**config.mk**
```make
export PLATFORM = sky130hd
export DESIGN_NAME = fcpo_policer
export DESIGN_NICKNAME = d
export VERILOG_FILES = /design/src/fcpo_pkg.sv /design/src/fcpo_policer.sv
export SDC_FILE = /design/constraint.sdc
export NUM_CORES = 1
export LEC_CHECK = 0
export BUFFER_PORTS_ARGS = -buffer_cell sky130_fd_sc_hd__buf_2
export CAP_MARGIN = 20
export CORE_MARGIN = 2
export CORE_UTILIZATION = 60
export CTS_CLUSTER_DIAMETER = 200
export DETAILED_ROUTE_END_ITERATION = 8
export PLACE_DENSITY = 0.77
export SETUP_SLACK_MARGIN = 0.5
export SLEW_MARGIN = 20
export SYNTH_ARGS = -nofsm -noshare
export SYNTH_HDL_FRONTEND = slang
export SYNTH_SLANG_ARGS = --single-unit
```
**constraint.sdc**
```tcl
create_clock -name i_clk -period 15.96 [get_ports i_clk]
set_input_delay 0 -clock i_clk [delete_from_list [all_inputs] [get_ports i_clk]]
set_output_delay 0 -clock i_clk [all_outputs]
set_load 0.02 [all_outputs]
```
**src/fcpo_pkg.sv**
```systemverilog
package fcpo_pkg;

  // ------------------------------------------------------------------
  // Widths and field layout
  // ------------------------------------------------------------------
  localparam int LEN_W = 16;              // frame length in bytes
  localparam int OFS_W = 8;               // signed offset byte
  localparam int TOK_W = 26;              // signed token count
  localparam int RATE_W = 16;             // tokens per refill tick
  localparam int DIV_W = 16;              // refill tick divider
  localparam int BKT_W = 24;              // burst size field

  typedef logic signed [TOK_W-1:0] fcpo_tok_t;

  // ------------------------------------------------------------------
  // Register map (byte addresses)
  // ------------------------------------------------------------------
  localparam logic [7:0] ADDR_CTRL   = 8'h00;
  localparam logic [7:0] ADDR_OFS    = 8'h04;
  localparam logic [7:0] ADDR_CRATE  = 8'h08;
  localparam logic [7:0] ADDR_CCAP   = 8'h0C;
  localparam logic [7:0] ADDR_CBURST = 8'h10;
  localparam logic [7:0] ADDR_ERATE  = 8'h14;
  localparam logic [7:0] ADDR_ECAP   = 8'h18;
  localparam logic [7:0] ADDR_EBURST = 8'h1C;
  localparam logic [7:0] ADDR_DIV    = 8'h20;
  localparam logic [7:0] ADDR_CTOK   = 8'h24;
  localparam logic [7:0] ADDR_ETOK   = 8'h28;
  localparam logic [7:0] ADDR_GCNT   = 8'h2C;
  localparam logic [7:0] ADDR_RCNT   = 8'h30;

  // Control bits
  localparam int CTRL_LI  = 0;            // length-independent mode
  localparam int CTRL_EN  = 1;            // bucket refill enable

  // Reset values and AXI response codes
  localparam logic [31:0] CTRL_RST = 32'h0000_0002;
  localparam logic [DIV_W-1:0] DIV_RST = 16'h0013;
  localparam logic [1:0] RESP_OK  = 2'b00;
  localparam logic [1:0] RESP_ERR = 2'b10;

  // Color codes
  typedef enum logic [1:0] {
    FCPO_GREEN  = 2'b00,
    FCPO_YELLOW = 2'b01,
    FCPO_RED    = 2'b11
  } fcpo_color_e;

endpackage

```
**src/fcpo_policer.sv**
```systemverilog
// Design decisions made here: the placing of the registers and register access over AXI4-Lite.
module fcpo_policer
  import fcpo_pkg::*;
(
  input  wire logic             i_clk,        // 20 MHz clock
  input  wire logic             i_arst_n,     // Async reset, low
  input  wire logic             i_frm_valid,  // Frame length offered
  input  wire logic [LEN_W-1:0] i_frm_len,    // Frame length, bytes
  input  wire logic             i_frm_prof,   // Frame has a profile
  output logic                  o_col_valid,  // Color result pulse
  output logic [1:0]            o_col,        // Declared color
  input  wire logic [7:0]       i_awaddr,     // AXI write address
  input  wire logic             i_awvalid,    // AXI
  output logic                  o_awready,    // AXI
  input  wire logic [31:0]      i_wdata,      // AXI write data
  input  wire logic [3:0]       i_wstrb,      // AXI byte strobes
  input  wire logic             i_wvalid,     // AXI
  output logic                  o_wready,     // AXI
  output logic [1:0]            o_bresp,      // AXI
  output logic                  o_bvalid,     // AXI
  input  wire logic             i_bready,     // AXI
  input  wire logic [7:0]       i_araddr,     // AXI read address
  input  wire logic             i_arvalid,    // AXI
  output logic                  o_arready,    // AXI
  output logic [31:0]           o_rdata,      // AXI read data
  output logic [1:0]            o_rresp,      // AXI
  output logic                  o_rvalid,     // AXI
  input  wire logic             i_rready      // AXI
);

  // ------------------------------------------------------------------
  // Helpers
  // ------------------------------------------------------------------
  // Byte-strobe merge of a write word
  function automatic logic [31:0] merge(input logic [31:0] old, input logic [31:0] nw,
                                        input logic [3:0] st);
    logic [31:0] r;
    r = old;
    for (int b = 0; b < 4; b++) begin
      if (st[b]) begin
        r[b*8 +: 8] = nw[b*8 +: 8];
      end
    end
    return r;
  endfunction

  // Refill a bucket by min(rate, cap), saturate at burst
  function automatic fcpo_tok_t refill(input fcpo_tok_t t, input logic [RATE_W-1:0] rate,
                                       input logic [RATE_W-1:0] cap,
                                       input logic [BKT_W-1:0] bs);
    fcpo_tok_t add;
    fcpo_tok_t sum;
    fcpo_tok_t lim;
    add = (rate < cap) ? fcpo_tok_t'(rate) : fcpo_tok_t'(cap);
    lim = fcpo_tok_t'(bs);
    sum = t + add;
    return (sum > lim) ? lim : sum;
  endfunction

  // ------------------------------------------------------------------
  // Registers
  // ------------------------------------------------------------------
  logic [31:0]        ctrl_r, ctrl_nxt;
  logic [OFS_W-1:0]   ofs_r, ofs_nxt;
  logic [RATE_W-1:0]  crate_r, crate_nxt, ccap_r, ccap_nxt;
  logic [RATE_W-1:0]  erate_r, erate_nxt, ecap_r, ecap_nxt;
  logic [BKT_W-1:0]   cburst_r, cburst_nxt, eburst_r, eburst_nxt;
  logic [DIV_W-1:0]   div_r, div_nxt;
  logic               bvalid_r, bvalid_nxt, rvalid_r, rvalid_nxt;
  logic [1:0]         bresp_r, bresp_nxt, rresp_r, rresp_nxt;
  logic [31:0]        rdata_r, rdata_nxt;
  logic               wr_go, rd_go;
  logic [31:0]        gcnt_r, gcnt_nxt, rcnt_r, rcnt_nxt;

  assign o_awready = i_awvalid && i_wvalid && !bvalid_r;
  assign o_wready  = o_awready;
  assign o_arready = !rvalid_r;
  assign wr_go     = o_awready;
  assign rd_go     = i_arvalid && o_arready;

  // ------------------------------------------------------------------
  // Policer datapath
  // ------------------------------------------------------------------
  fcpo_tok_t        ctok_r, ctok_nxt, etok_r, etok_nxt;
  fcpo_tok_t        req, ctok_ref, etok_ref;
  logic [DIV_W-1:0] tick_cnt_r, tick_cnt_nxt;
  logic             tick;
  logic             col_valid_r, col_valid_nxt;
  logic [1:0]       col_r, col_nxt;
  logic             c_ok, e_ok, li_mode;

  assign li_mode = ctrl_r[CTRL_LI];
  // Charge = length minus signed offset
  assign req = fcpo_tok_t'(i_frm_len) - fcpo_tok_t'($signed(ofs_r));
  assign tick = ctrl_r[CTRL_EN] && (tick_cnt_r == '0);

  // Tick divider, refill, and color decision
  always_comb begin
    tick_cnt_nxt  = tick_cnt_r;
    ctok_nxt      = ctok_r;
    etok_nxt      = etok_r;
    col_valid_nxt = 1'b0;
    col_nxt       = col_r;
    gcnt_nxt      = gcnt_r;
    rcnt_nxt      = rcnt_r;
    if (ctrl_r[CTRL_EN]) begin
      tick_cnt_nxt = (tick_cnt_r == '0) ? div_r : tick_cnt_r - 1'b1;
    end
    ctok_ref = tick ? refill(ctok_r, crate_r, ccap_r, cburst_r) : ctok_r;
    etok_ref = tick ? refill(etok_r, erate_r, ecap_r, eburst_r) : etok_r;
    ctok_nxt = ctok_ref;
    etok_nxt = etok_ref;
    c_ok = li_mode ? (ctok_ref > 0) : (ctok_ref >= req);
    e_ok = li_mode ? (etok_ref > 0) : (etok_ref >= req);
    if (i_frm_valid) begin
      col_valid_nxt = 1'b1;
      if (!i_frm_prof) begin
        col_nxt  = FCPO_GREEN;
        gcnt_nxt = gcnt_r + 1'b1;
      end else if (c_ok) begin
        col_nxt  = FCPO_GREEN;
        ctok_nxt = ctok_ref - req;
        gcnt_nxt = gcnt_r + 1'b1;
      end else if (e_ok) begin
        col_nxt  = FCPO_YELLOW;
        etok_nxt = etok_ref - req;
      end else begin
        col_nxt  = FCPO_RED;
        rcnt_nxt = rcnt_r + 1'b1;
      end
    end
  end

  // Policer state
  always_ff @(posedge i_clk or negedge i_arst_n) begin
    if (!i_arst_n) begin
      tick_cnt_r  <= '0;
      ctok_r      <= '0;
      etok_r      <= '0;
      col_valid_r <= 1'b0;
      col_r       <= FCPO_GREEN;
      gcnt_r      <= '0;
      rcnt_r      <= '0;
    end else begin
      tick_cnt_r  <= tick_cnt_nxt;
      ctok_r      <= ctok_nxt;
      etok_r      <= etok_nxt;
      col_valid_r <= col_valid_nxt;
      col_r       <= col_nxt;
      gcnt_r      <= gcnt_nxt;
      rcnt_r      <= rcnt_nxt;
    end
  end

  assign o_col_valid = col_valid_r;
  assign o_col       = col_r;

  // ------------------------------------------------------------------
  // AXI4-Lite slave
  // ------------------------------------------------------------------
  // Register writes and read mux
  always_comb begin
    ctrl_nxt   = ctrl_r;
    ofs_nxt    = ofs_r;
    crate_nxt  = crate_r;
    ccap_nxt   = ccap_r;
    cburst_nxt = cburst_r;
    erate_nxt  = erate_r;
    ecap_nxt   = ecap_r;
    eburst_nxt = eburst_r;
    div_nxt    = div_r;
    bvalid_nxt = bvalid_r && !i_bready;
    bresp_nxt  = bresp_r;
    rvalid_nxt = rvalid_r && !i_rready;
    rresp_nxt  = rresp_r;
    rdata_nxt  = rdata_r;
    if (wr_go) begin
      bvalid_nxt = 1'b1;
      bresp_nxt  = RESP_OK;
      case (i_awaddr)
        ADDR_CTRL:  ctrl_nxt  = merge(ctrl_r, i_wdata, i_wstrb) & 32'h0000_0003;
        ADDR_OFS:   ofs_nxt   = i_wstrb[0] ? i_wdata[OFS_W-1:0] : ofs_r;
        ADDR_CRATE: crate_nxt = RATE_W'(merge({16'h0000, crate_r}, i_wdata, i_wstrb));
        ADDR_CCAP:  ccap_nxt  = RATE_W'(merge({16'h0000, ccap_r}, i_wdata, i_wstrb));
        ADDR_CBURST: cburst_nxt = BKT_W'(merge({8'h00, cburst_r}, i_wdata, i_wstrb));
        ADDR_ERATE: erate_nxt = RATE_W'(merge({16'h0000, erate_r}, i_wdata, i_wstrb));
        ADDR_ECAP:  ecap_nxt  = RATE_W'(merge({16'h0000, ecap_r}, i_wdata, i_wstrb));
        ADDR_EBURST: eburst_nxt = BKT_W'(merge({8'h00, eburst_r}, i_wdata, i_wstrb));
        ADDR_DIV:   div_nxt   = DIV_W'(merge({16'h0000, div_r}, i_wdata, i_wstrb));
        ADDR_CTOK, ADDR_ETOK, ADDR_GCNT, ADDR_RCNT: bresp_nxt = RESP_OK;
        default:    bresp_nxt = RESP_ERR;
      endcase
    end
    if (rd_go) begin
      rvalid_nxt = 1'b1;
      rresp_nxt  = RESP_OK;
      case (i_araddr)
        ADDR_CTRL:  rdata_nxt = ctrl_r;
        ADDR_OFS:   rdata_nxt = {24'h00_0000, ofs_r};
        ADDR_CRATE: rdata_nxt = {16'h0000, crate_r};
        ADDR_CCAP:  rdata_nxt = {16'h0000, ccap_r};
        ADDR_CBURST: rdata_nxt = {8'h00, cburst_r};
        ADDR_ERATE: rdata_nxt = {16'h0000, erate_r};
        ADDR_ECAP:  rdata_nxt = {16'h0000, ecap_r};
        ADDR_EBURST: rdata_nxt = {8'h00, eburst_r};
        ADDR_DIV:   rdata_nxt = {16'h0000, div_r};
        ADDR_CTOK:  rdata_nxt = 32'(ctok_r);
        ADDR_ETOK:  rdata_nxt = 32'(etok_r);
        ADDR_GCNT:  rdata_nxt = gcnt_r;
        ADDR_RCNT:  rdata_nxt = rcnt_r;
        default: begin
          rdata_nxt = 32'h0000_0000;
          rresp_nxt = RESP_ERR;
        end
      endcase
    end
  end

  // Register state
  always_ff @(posedge i_clk or negedge i_arst_n) begin
    if (!i_arst_n) begin
      ctrl_r   <= CTRL_RST;
      ofs_r    <= '0;
      crate_r  <= '0;
      ccap_r   <= '0;
      cburst_r <= '0;
      erate_r  <= '0;
      ecap_r   <= '0;
      eburst_r <= '0;
      div_r    <= DIV_RST;
      bvalid_r <= 1'b0;
      bresp_r  <= RESP_OK;
      rvalid_r <= 1'b0;
      rresp_r  <= RESP_OK;
      rdata_r  <= '0;
    end else begin
      ctrl_r   <= ctrl_nxt;
      ofs_r    <= ofs_nxt;
      crate_r  <= crate_nxt;
      ccap_r   <= ccap_nxt;
      cburst_r <= cburst_nxt;
      erate_r  <= erate_nxt;
      ecap_r   <= ecap_nxt;
      eburst_r <= eburst_nxt;
      div_r    <= div_nxt;
      bvalid_r <= bvalid_nxt;
      bresp_r  <= bresp_nxt;
      rvalid_r <= rvalid_nxt;
      rresp_r  <= rresp_nxt;
      rdata_r  <= rdata_nxt;
    end
  end

  assign o_bvalid = bvalid_r;
  assign o_bresp  = bresp_r;
  assign o_rvalid = rvalid_r;
  assign o_rresp  = rresp_r;
  assign o_rdata  = rdata_r;

  // ------------------------------------------------------------------
  // Assertions
  // ------------------------------------------------------------------
  a_unprof_green: assert property (@(posedge i_clk) disable iff (!i_arst_n)
    i_frm_valid && !i_frm_prof |=> o_col_valid && o_col == FCPO_GREEN)
    else $error("unprofiled frame not green");
  a_std_green_fits: assert property (@(posedge i_clk) disable iff (!i_arst_n)
    i_frm_valid && i_frm_prof && !li_mode && ctok_ref >= req |=> o_col == FCPO_GREEN)
    else $error("fitting frame not green");
  a_std_red: assert property (@(posedge i_clk) disable iff (!i_arst_n)
    i_frm_valid && i_frm_prof && !li_mode && ctok_ref < req && etok_ref < req
    |=> o_col == FCPO_RED)
    else $error("frame not red");
  a_li_green: assert property (@(posedge i_clk) disable iff (!i_arst_n)
    i_frm_valid && i_frm_prof && li_mode && ctok_ref > 0 |=> o_col == FCPO_GREEN)
    else $error("li mode frame not green");
  a_li_deduct: assert property (@(posedge i_clk) disable iff (!i_arst_n)
    i_frm_valid && i_frm_prof && c_ok |=> ctok_r == $past(ctok_ref) - $past(req))
    else $error("green charge wrong");
  a_req_offset: assert property (@(posedge i_clk) disable iff (!i_arst_n)
    req == fcpo_tok_t'(i_frm_len) - fcpo_tok_t'($signed(ofs_r)))
    else $error("request offset wrong");
  a_burst_cap: assert property (@(posedge i_clk) disable iff (!i_arst_n)
    tick && !i_frm_valid |=> ctok_r <= fcpo_tok_t'($past(cburst_r)) || ctok_r == $past(ctok_r))
    else $error("burst cap exceeded");
  a_rate_cap: assert property (@(posedge i_clk) disable iff (!i_arst_n)
    !i_frm_valid && ctok_r >= 0 |=> ctok_r - $past(ctok_r) <= fcpo_tok_t'($past(ccap_r)))
    else $error("refill above cap");

  // Colour choice, negative excursion and pulse timing
  a_std_yellow: assert property (@(posedge i_clk) disable iff (!i_arst_n)
    i_frm_valid && i_frm_prof && !li_mode && ctok_ref < req && etok_ref >= req
    |=> o_col == FCPO_YELLOW)
    else $error("excess frame not yellow");
  a_li_red: assert property (@(posedge i_clk) disable iff (!i_arst_n)
    i_frm_valid && i_frm_prof && li_mode && ctok_ref <= 0 && etok_ref <= 0
    |=> o_col == FCPO_RED)
    else $error("li mode frame not red");
  a_li_neg_bound: assert property (@(posedge i_clk) disable iff (!i_arst_n)
    i_frm_valid && i_frm_prof && li_mode && ctok_ref > 0 |=> ctok_r + $past(req) > 0)
    else $error("negative excursion too deep");
  a_unprof_keep: assert property (@(posedge i_clk) disable iff (!i_arst_n)
    i_frm_valid && !i_frm_prof && !tick
    |=> ctok_r == $past(ctok_r) && etok_r == $past(etok_r))
    else $error("unprofiled frame touched a bucket");
  a_col_pulse: assert property (@(posedge i_clk) disable iff (!i_arst_n)
    1'b1 |=> o_col_valid == $past(i_frm_valid))
    else $error("color pulse mistimed");

endmodule

```
* After elaboration in Yosys (flattened, before gate mapping)
Index checks and enable logic that the tools add are counted.
Operators by class: equality and inequality tests 25, $lt $le $gt $ge 8, bitwise logic cells 2, add/subtract/negate cells 8, multiplexer cells 27, reductions and logical operators 35
Operators by type and width (count):
- $pmux 32 s13 | 1
- $mux 26 | 11
- $eq 8x6->1 const B | 10
- $add 32x1->32 const B | 2
- $eq 8x5->1 const B | 8
- $mux 32 | 2
- $reduce_and 3->1 | 18
- $add 26x17->26 | 2
- $ge 26x18->1 | 2
- $gt 26x1->1 const B | 2
- $gt 26x25->1 | 2
- $sub 26x18->26 | 2
- $mux 16 | 3
- $eq 8x4->1 const B | 4
- $lt 16x16->1 | 2
- $reduce_or 13->1 | 2
- $sub 17x8->18 | 1
- $eq 8x3->1 const B | 2
- $logic_not 16->1 | 1
- $logic_not 8->1 | 2
- $sub 16x1->16 const B | 1
- $mux 2 | 5
- $logic_and 1x1->1 | 6
- $mux 1 | 5
- other kinds (5) | 9
Word-level totals: bits of input ports 77, output and inout port bits 44, flip-flop bits (word level) 311, word-level logic and storage cells 135

* Logic depth before layout (Yosys ltp)
Gate-level depths: netlist (run 1).
depth in word-level cells 12, depth in mapped cells 58, mapped depth without buffers 51

* Least setup slack after synthesis (run 1)
No wires, ideal clock.
path type register to register, start point register erate_r[1], end point register etok_r[11], cell stages (with the launch flop) 58, data required time 15.835 ns, setup slack 5.452 ns, setup time 0.125 ns, clock period less this slack 10.508 ns, path buffers 7, data arrival time 10.383 ns, cells stage by stage dfrtp_1 -> ha_1 -> a21o_1 -> a21o_1 -> a21o_1 -> a21o_1 -> a21o_1 -> a21oi_1 -> nor2b_1 -> o21ai_0 -> a21oi_1 -> o21ai_0 -> a21oi_1 -> a211o_1 -> clkbuf_1 -> clkbuf_1 -> mux2_2 -> ha_1 -> [... 22 more ...] -> ha_1 -> fa_1 -> nand2b_1 -> a21oi_1 -> o21ai_0 -> nor4b_1 -> o21ai_0 -> nand2_1 -> nand3_1 -> a31oi_1 -> a21oi_1 -> nand3_1 -> a22o_1 -> a41oi_4 -> and2_4 -> buf_6 -> buf_6 -> mux2_4
Between the ends: longest elaborated chain between the ends 12, elaborated cells on any way between the ends 14, those cells by class add/sub (2); order compare (4); mux (8)
RTL lines:
- from (decl) | RTL line fcpo_policer.sv:66 | logic [RATE_W-1:0] erate_r, erate_nxt, ecap_r, ecap_nxt;
- from (signal assigned) | RTL line fcpo_policer.sv:242 | erate_r <= erate_nxt;
- $lt 16x16->1 | RTL line fcpo_policer.sv:54 | add = (rate < cap) ? fcpo_tok_t'(rate) : fcpo_tok_t'(cap);
- $mux 16 * | RTL line fcpo_policer.sv:54
- $add 26x17->26 * | RTL line fcpo_policer.sv:56 | sum = t + add;
- $gt 26x25->1 | RTL line fcpo_policer.sv:57 | return (sum > lim) ? lim : sum;
- $mux 26 * | RTL line fcpo_policer.sv:57
- $mux 26 * | RTL line fcpo_policer.sv:110 | etok_ref = tick ? refill(etok_r, erate_r, ecap_r, eburst_r) : etok_r;
- $ge 26x18->1 or $gt 26x1->1 (tied branches) | RTL line fcpo_policer.sv:114 | e_ok = li_mode ? (etok_ref > 0) : (etok_ref >= req);
- $mux 1 | RTL line fcpo_policer.sv:114
- $mux 26 | RTL line fcpo_policer.sv:124 | end else if (e_ok) begin
- $mux 26 | RTL line fcpo_policer.sv:120 | end else if (c_ok) begin
- $mux 26 | RTL line fcpo_policer.sv:117 | if (!i_frm_prof) begin
- $mux 26 * | RTL line fcpo_policer.sv:115 | if (i_frm_valid) begin
- net etok_nxt[11] | RTL line fcpo_policer.sv:84 | fcpo_tok_t ctok_r, ctok_nxt, etok_r, etok_nxt;
- to (signal assigned) | RTL line fcpo_policer.sv:147 | etok_r <= etok_nxt;
- to (decl) | RTL line fcpo_policer.sv:84
Mark *: on every way through the listed nets, which the timed path passes. The rest lies on a longest branch. A chain may end at the register's enable or synchronous reset.

* Worst setup path in the final report (run 1)
start point register ecap_r[1], end point register etok_r[7]
Between the ends: longest elaborated chain between the ends 12, elaborated cells on any way between the ends 14, those cells by class add/sub (2); order compare (4); mux (8)
RTL lines:
- from (decl) | RTL line fcpo_policer.sv:66
- from (signal assigned) | RTL line fcpo_policer.sv:243 | ecap_r <= ecap_nxt;
- $lt 16x16->1 | RTL line fcpo_policer.sv:54
- $mux 16 * | RTL line fcpo_policer.sv:54
- $add 26x17->26 * | RTL line fcpo_policer.sv:56
- $gt 26x25->1 | RTL line fcpo_policer.sv:57
- $mux 26 * | RTL line fcpo_policer.sv:57
- $mux 26 * | RTL line fcpo_policer.sv:110
- $ge 26x18->1 or $gt 26x1->1 (tied branches) | RTL line fcpo_policer.sv:114
- $mux 1 | RTL line fcpo_policer.sv:114
- $mux 26 | RTL line fcpo_policer.sv:124
- $mux 26 | RTL line fcpo_policer.sv:120
- $mux 26 | RTL line fcpo_policer.sv:117
- $mux 26 * | RTL line fcpo_policer.sv:115
- net etok_nxt[7] | RTL line fcpo_policer.sv:84
Marked as above.

==> impl_metrics.yaml, run 1 <==
hold_path:
  hp-start: "i_arvalid"
  min_delay_path_depth: 5
  hold_end: "o_rdata[29]"
  hold_path.class: "primary input to flop"
worst_setup_path:
  crit_required_ns: 16.39
  cp_common_cell: "a21oi_1"
  cp-start-kind: "flop"
  crit_path_end_kind: "flop"
  path_delay_family: "compound AO/OA/AOI/OAI gates"
  slowest_stage: "a211o_1"
  worst-endpoint-arrival_ns: 13.53
  crit_type: "flop to flop"
  worst-path-buf-inv: 3
  r2r_setup_slack_ns: 2.87
  slowest_delay_ns: 0.58
  timing.rr.start: "ecap_r[1]"
  cp_max_fo: 44
  r2r_end: "etok_r[7]"
  rr_worst_depth: 53
clock_network:
  h-tree-depth: 2
  cts_tree: "done"
  cts_root_buffer: "clkbuf_16"
  clk_pin_slew_ns: 0.06
  cts_buffers: 35
  post_cts_buffers: 0
  clock_path_buffers: 3
  clock_latency_ns: 0.56
  cts_sinks: 309
grt:
  grt_usage_pct: 40.2
  grt_max_degree: 185
  grt_pass1_vias: 20200
  grt_overflow_total: 0
  grt_pass1_wl_mm: 120
  antenna_found_initial: 3
drt:
  via_per_inst: 6.72
  route.detailed.drc: 0
  dr.max_layer_used: "met5"
  wl_per_cell_um: 25.6
  num_vias: 21000
  wl_met2_mm: 34.9
  routed_wl_mm: 80.1
  drtIter0Drc: 2370
  wl_met1_mm: 32.1
  wl_met3_mm: 8.21
  drt_pass1_iterations: 6
  drtAntennaViolNets: 0
sta:
  slew_headroom_pct: 28.3
  setup_ws_ns: 2.87
  hold_violations: 0
  max_freq_ghz: 0.0764
  skew_ns: 0.0189
  drv_slew: 0
  setup_tns_ns: 0
  finalSetupViolations: 0
  layout_min_cycle_time_ns: 13.09
  worstMarginPinSlew_ns: 1.08
  fin_crit_sh_pct: 82.0
  rsz0062_at_grt: "no"
logic_synthesis:
  synth_cell_type_count: 94
  synth.top_cell.area_share_pct: 33.1
  ys_seq_area_share_pct: 33.6
  synth-seq-cells: 309
  synth_area_leaders: "dfrtp_1, ha_1, mux2_2, a21oi_1, xnor2_1"
  synth_top_cell_by_area: "dfrtp_1"
  synthTopCellsByCount: "dfrtp_1, nand2_1, ha_1, mux2_2, a21oi_1"
  async_flop_share_pct: 100
  ys_warn_count: 0
  synth_edf_count: 0
  syn_avg_cell_area_um2: 9.31
  netlist_instances: 2477
  syn_area_um2: 23100
  synth-main-ff-cell: "dfrtp_1"
  yosysMostFrequentCell: "dfrtp_1"
power:
  pwr-share-seq_pct: 31.5
  power_density_nw_per_um2: 135
  finalPower_mw: 3.45
  irDropWorstVdd_mv: 0.0934
  p_int_mw: 1.94
  p_leak_nw: 11.8
  switching_power_mw: 1.51
  swShare_pct: 43.8
  power_frac_clock_pct: 23.5
  combinationalPowerShare_pct: 44.9
final_layout:
  fill_cells: 3013
  drive_gt1_share_pct: 17.3
  stdcell_area_um2: 25600
  num_antenna_cells: 0
  syn_to_final_growth_pct: 11.0
  nNetsFinal: 2858
flow_run:
  maxCapViolations: 0
placement:
  port_buffers: 109
  place_area_um2: 24000
  globalplace.congestion: 1.02
  post-dp-hpwl_mm: 60.5
  pre_cts_ws_ns: 3.25
die:
  start_util_pct: 61.1
  fp.dieW_um: 200
  num_rows: 71
  die-area_um2: 40000
  num_io_pins: 121
  core-area_um2: 37800
  fp.dieH_um: 200
status:
  status: "finished, final reports clean"
[worst max path at each step]
stage	start	endpoint	depth (start not counted)
final	ecap_r[1]	etok_r[7]	53
after global routing	ecap_r[1]	etok_r[10]	53
after CTS	crate_r[1]	ctok_r[25]	49
after detailed placement	erate_r[1]	etok_r[7]	52
after global placement	erate_r[1]	etok_r[8]	52
after floorplan	erate_r[1]	etok_r[11]	57
[routing by layer]
metal	up-vias	track usage, %
met5	-	0
met4	4	21.5
met3	276	8.94
met2	1168	62.2
met1	10200	52.7
li1	9361	-
[cells by family after synthesis]
family	synth area share (%)
mux	10.2
other cells	0.0163
simple gates	15.9
buf+inv	4.52
xor+xnor	6.15
fa+ha+maj	10.4
flops	33.6
compound gates	19.3
[what timing repair did]
action | 4_1_cts | 5_1_grt
endpoints found under the hold margin | 269 | 0
resized for setup | 0 | 0
hold buffers | 39 | 0
[cells in the final DEF, fill, tap and decap left out, drive strengths merged, types with 14 or more instances in the layout]
master / n
and3: 35
o21ai: 146
a21oi: 166
nor4: 35
a22oi: 36
nand4: 38
nor2: 154
nand2: 189
clkbuf: 47
o21a: 15
ha: 183
o21bai: 17
a22o: 33
xnor2: 85
a21o: 58
and2: 14
nor3: 48
nor2b: 16
xor2: 77
a221oi: 52
or3: 18
mux2: 189
buf: 135
a31oi: 22
nand2b: 26
dfrtp: 305
nand3: 81
or4: 14
a211oi: 18
inv: 157
dlygate4sd3: 39
mux2i: 18
[sequential cells by signal, indices dropped and copies added, names as in the netlist]
name,cells
o_rdata,32
ecap_r,16
etok_r,26
div_r,16
ccap_r,16
o_rvalid,1
o_bresp,1
o_col,2
crate_r,16
erate_r,16
gcnt_r,32
cburst_r,24
ctrl_r,2
rcnt_r,32
o_rresp,1
o_col_valid,1
ofs_r,8
eburst_r,24
tick_cnt_r,16
o_bvalid,1
ctok_r,26
[power groups by stage]
stage / Clock, mW / Combinational, mW / Sequential (mW)
2_1_floorplan: 0 / 1.17 / 0.966
3_5_place_dp: 0 / 1.50 / 1.08
6_report: 0.813 / 1.55 / 1.09
5_1_grt: 0.846 / 1.70 / 1.09
4_1_cts: 0.814 / 1.52 / 1.07
3_3_place_gp: 0 / 1.46 / 1.08
[final cells by class]
type                    instances  area [um2]  area share, %
clock buffers                  47         982           3.84
clock inverters                14         148          0.577
inverters                     154         578           2.26
multi-input cells            1919       14300           56.0
flip-flops and latches        309        7740           30.2
well taps                     511         639           2.50
repair buffers                174        1170           4.58
[worst register-to-register path: cells and delay by family (launching register included)]
family | cells | cell delay (ns)
mux | 3 | 1.00
fa+ha+maj | 6 | 1.82
xor+xnor | 1 | 0.08
buf+inv | 3 | 1.03
simple gates | 14 | 2.78
compound gates | 26 | 5.88
flops | 1 | 0.40
[per-stage QoR]
stage	cells	hold WS, ns	utilization (%)
after CTS	3126	0.0147	67.7
after detailed placement	3026	0.172	63.6
after global routing	3128	0.0780	67.8
after global placement	3026	0.157	63.6
after floorplan	2478	-0.296	-
final	3128	0.0368	67.8
(Power assumes the default switching activity.)
==> inputs of run 2 (changes only) <==
==> constraint.sdc (replaced) <==
create_clock -name i_clk -period 12.8 [get_ports i_clk]
set_input_delay 0 -clock i_clk [delete_from_list [all_inputs] [get_ports i_clk]]
set_output_delay 0 -clock i_clk [all_outputs]
set_load 0.02 [all_outputs]
==> impl_metrics.yaml, run 2 (synthesis results as in run 1) <==
drt:
  drt_pass1_iterations: 9
  routed_wl_mm: 81.3
  num_vias: 20800
  drtIter0Drc: 2240
  drtAntennaViolNets: 0
  wl_per_cell_um: 25.8
  route.detailed.drc: 9
  via_per_inst: 6.61
die:
  core-area_um2: 37800
  fp.dieW_um: 200
  num_io_pins: 121
  die-area_um2: 40000
  fp.dieH_um: 200
  start_util_pct: 61.1
  num_rows: 71
worst_setup_path:
  slowest_delay_ns: 0.55
  rr_worst_depth: 51
  cp_max_fo: 16
  crit_required_ns: 13.22
  cp-start-kind: "flop"
  r2r_setup_slack_ns: 1.26
  worst-endpoint-arrival_ns: 11.96
  crit_type: "flop to flop"
  crit_path_end_kind: "flop"
  slowest_stage: "a211o_1"
sta:
  skew_ns: 0.0206
  setup_tns_ns: 0
  slew_headroom_pct: 22.8
  drv_slew: 0
  worstMarginPinSlew_ns: 1.16
  max_freq_ghz: 0.0866
  finalSetupViolations: 0
  hold_violations: 0
  layout_min_cycle_time_ns: 11.54
  fin_crit_sh_pct: 90.2
  rsz0062_at_grt: "no"
hold_path:
  hold_path.class: "primary input to flop"
  min_delay_path_depth: 5
status:
  status: "complete, but fails checks"
  violations: "design-rule violations"
final_layout:
  final_cell_mix: "dfrtp_1, nand2_1, ha_1, mux2_2, a21oi_1"
  syn_to_final_growth_pct: 11.6
  seqCellArea_um2: 7740
  multiInputGateArea_um2: 14300
  stdcell_area_um2: 25700
  final_common_cell: "dfrtp_1"
  drive_gt1_share_pct: 17.7
  fill_cells: 2992
  nNetsFinal: 2868
flow_run:
  maxCapViolations: 0
clock_network:
  h-tree-depth: 2
  clock_latency_ns: 0.54
  cts_tree: "done"
  cts_buffers: 37
  clock_path_buffers: 3
  cts_root_buffer: "clkbuf_16"
  clk_pin_slew_ns: 0.06
  cts_sinks: 309
grt:
  grt_usage_pct: 40.5
  antenna_found_initial: 0
  grt_overflow_total: 0
  grt_pass1_wl_mm: 121
  grt_max_degree: 113
  grt_pass1_vias: 19700
placement:
  port_buffers: 109
  post-dp-hpwl_mm: 61.6
  place_area_um2: 24100
  globalplace.congestion: 1.03
power:
  irDropWorstVdd_mv: 0.134
  p_leak_nw: 11.9
  power_density_nw_per_um2: 169
## run 2: changes by cell type in the layout (fill, tap and decap cells not counted), sizes merged
cell / previous run / this run
and2: 14 / 15
diode: 0 / 2
dlygate4sd3: 39 / 37
clkinv: 7 / 5
inv: 157 / 156
buf: 135 / 144
clkinvlp: 2 / 1
clkbuf: 47 / 57
## run 2: critical path: cells and delay by family (launching register included)
family,cells,cell delay [ns]
compound gates,26,5.58
xor+xnor,1,0.15
fa+ha+maj,4,1.30
buf+inv,5,0.80
flops,1,0.41
mux,2,0.78
simple gates,13,2.38
## run 2: final timing paths
| kind | startpoint | end |
|---|---|---|
| hold reg to reg | o_rdata[13] | o_rdata[13] |
| min in group asynchronous | i_arst_n | o_rdata[28] |
| setup / recovery | erate_r[1] | etok_r[4] |
| setup reg to reg | erate_r[1] | etok_r[4] |
| max in group asynchronous | i_arst_n | ctok_r[11] |
| hold / removal | i_wstrb[0] | ctrl_r[0] |
## run 2: what timing repair did
action,in CTS,in global routing
setup buffers,0,3
resized for setup,0,4
hold buffers,37,0
endpoints found under the setup margin,0,107
hold endpoints to repair,254,0
## run 2: metrics by stage
step / setup slack (ns) / power (mW) / hold slack (ns) / utilization (%) / instances
4_1_cts: 1.00 / 4.29 / 0.000105 / 67.9 / 3136
5_1_grt: 0.553 / 4.60 / 0.0400 / 68.1 / 3142
6_report: 1.26 / 4.36 / 0.0186 / 68.1 / 3144
3_5_place_dp: 1.04 / 3.24 / 0.116 / 63.7 / 3032
2_1_floorplan: 2.29 / 2.66 / -0.296 / - / 2478
3_3_place_gp: 1.22 / 3.19 / 0.107 / 63.7 / 3032
## run 2: metal layers
| metal | vias up | wire length [um] | global-route usage [%] |
|---|---|---|---|
| li1 | 9379 | - | - |
| met1 | 10100 | 33100 | 54.6 |
| met2 | 1083 | 34900 | 60.9 |
| met3 | 255 | 8150 | 8.55 |
| met4 | 0 | 5170 | 22.3 |
| met5 | - | 0 | 0 |
## run 2: cell type report
class	count	area share, %
clock buffers	57	4.20
clock inverters	10	0.428
repair buffers	181	4.78
inverters	154	2.25
diodes	2	0.0195
flip-flops and latches	309	30.1
multi-input cells	1920	55.8
well taps	511	2.49
## run 2: power by group
| group | internal [mW] | total, mW | switching [mW] |
|---|---|---|---|
| Combinational | 0.772 | 1.94 | 1.17 |
| Clock | 0.623 | 1.05 | 0.425 |
| Sequential | 1.09 | 1.37 | 0.284 |
| Total | 2.48 | 4.36 | 1.88 |
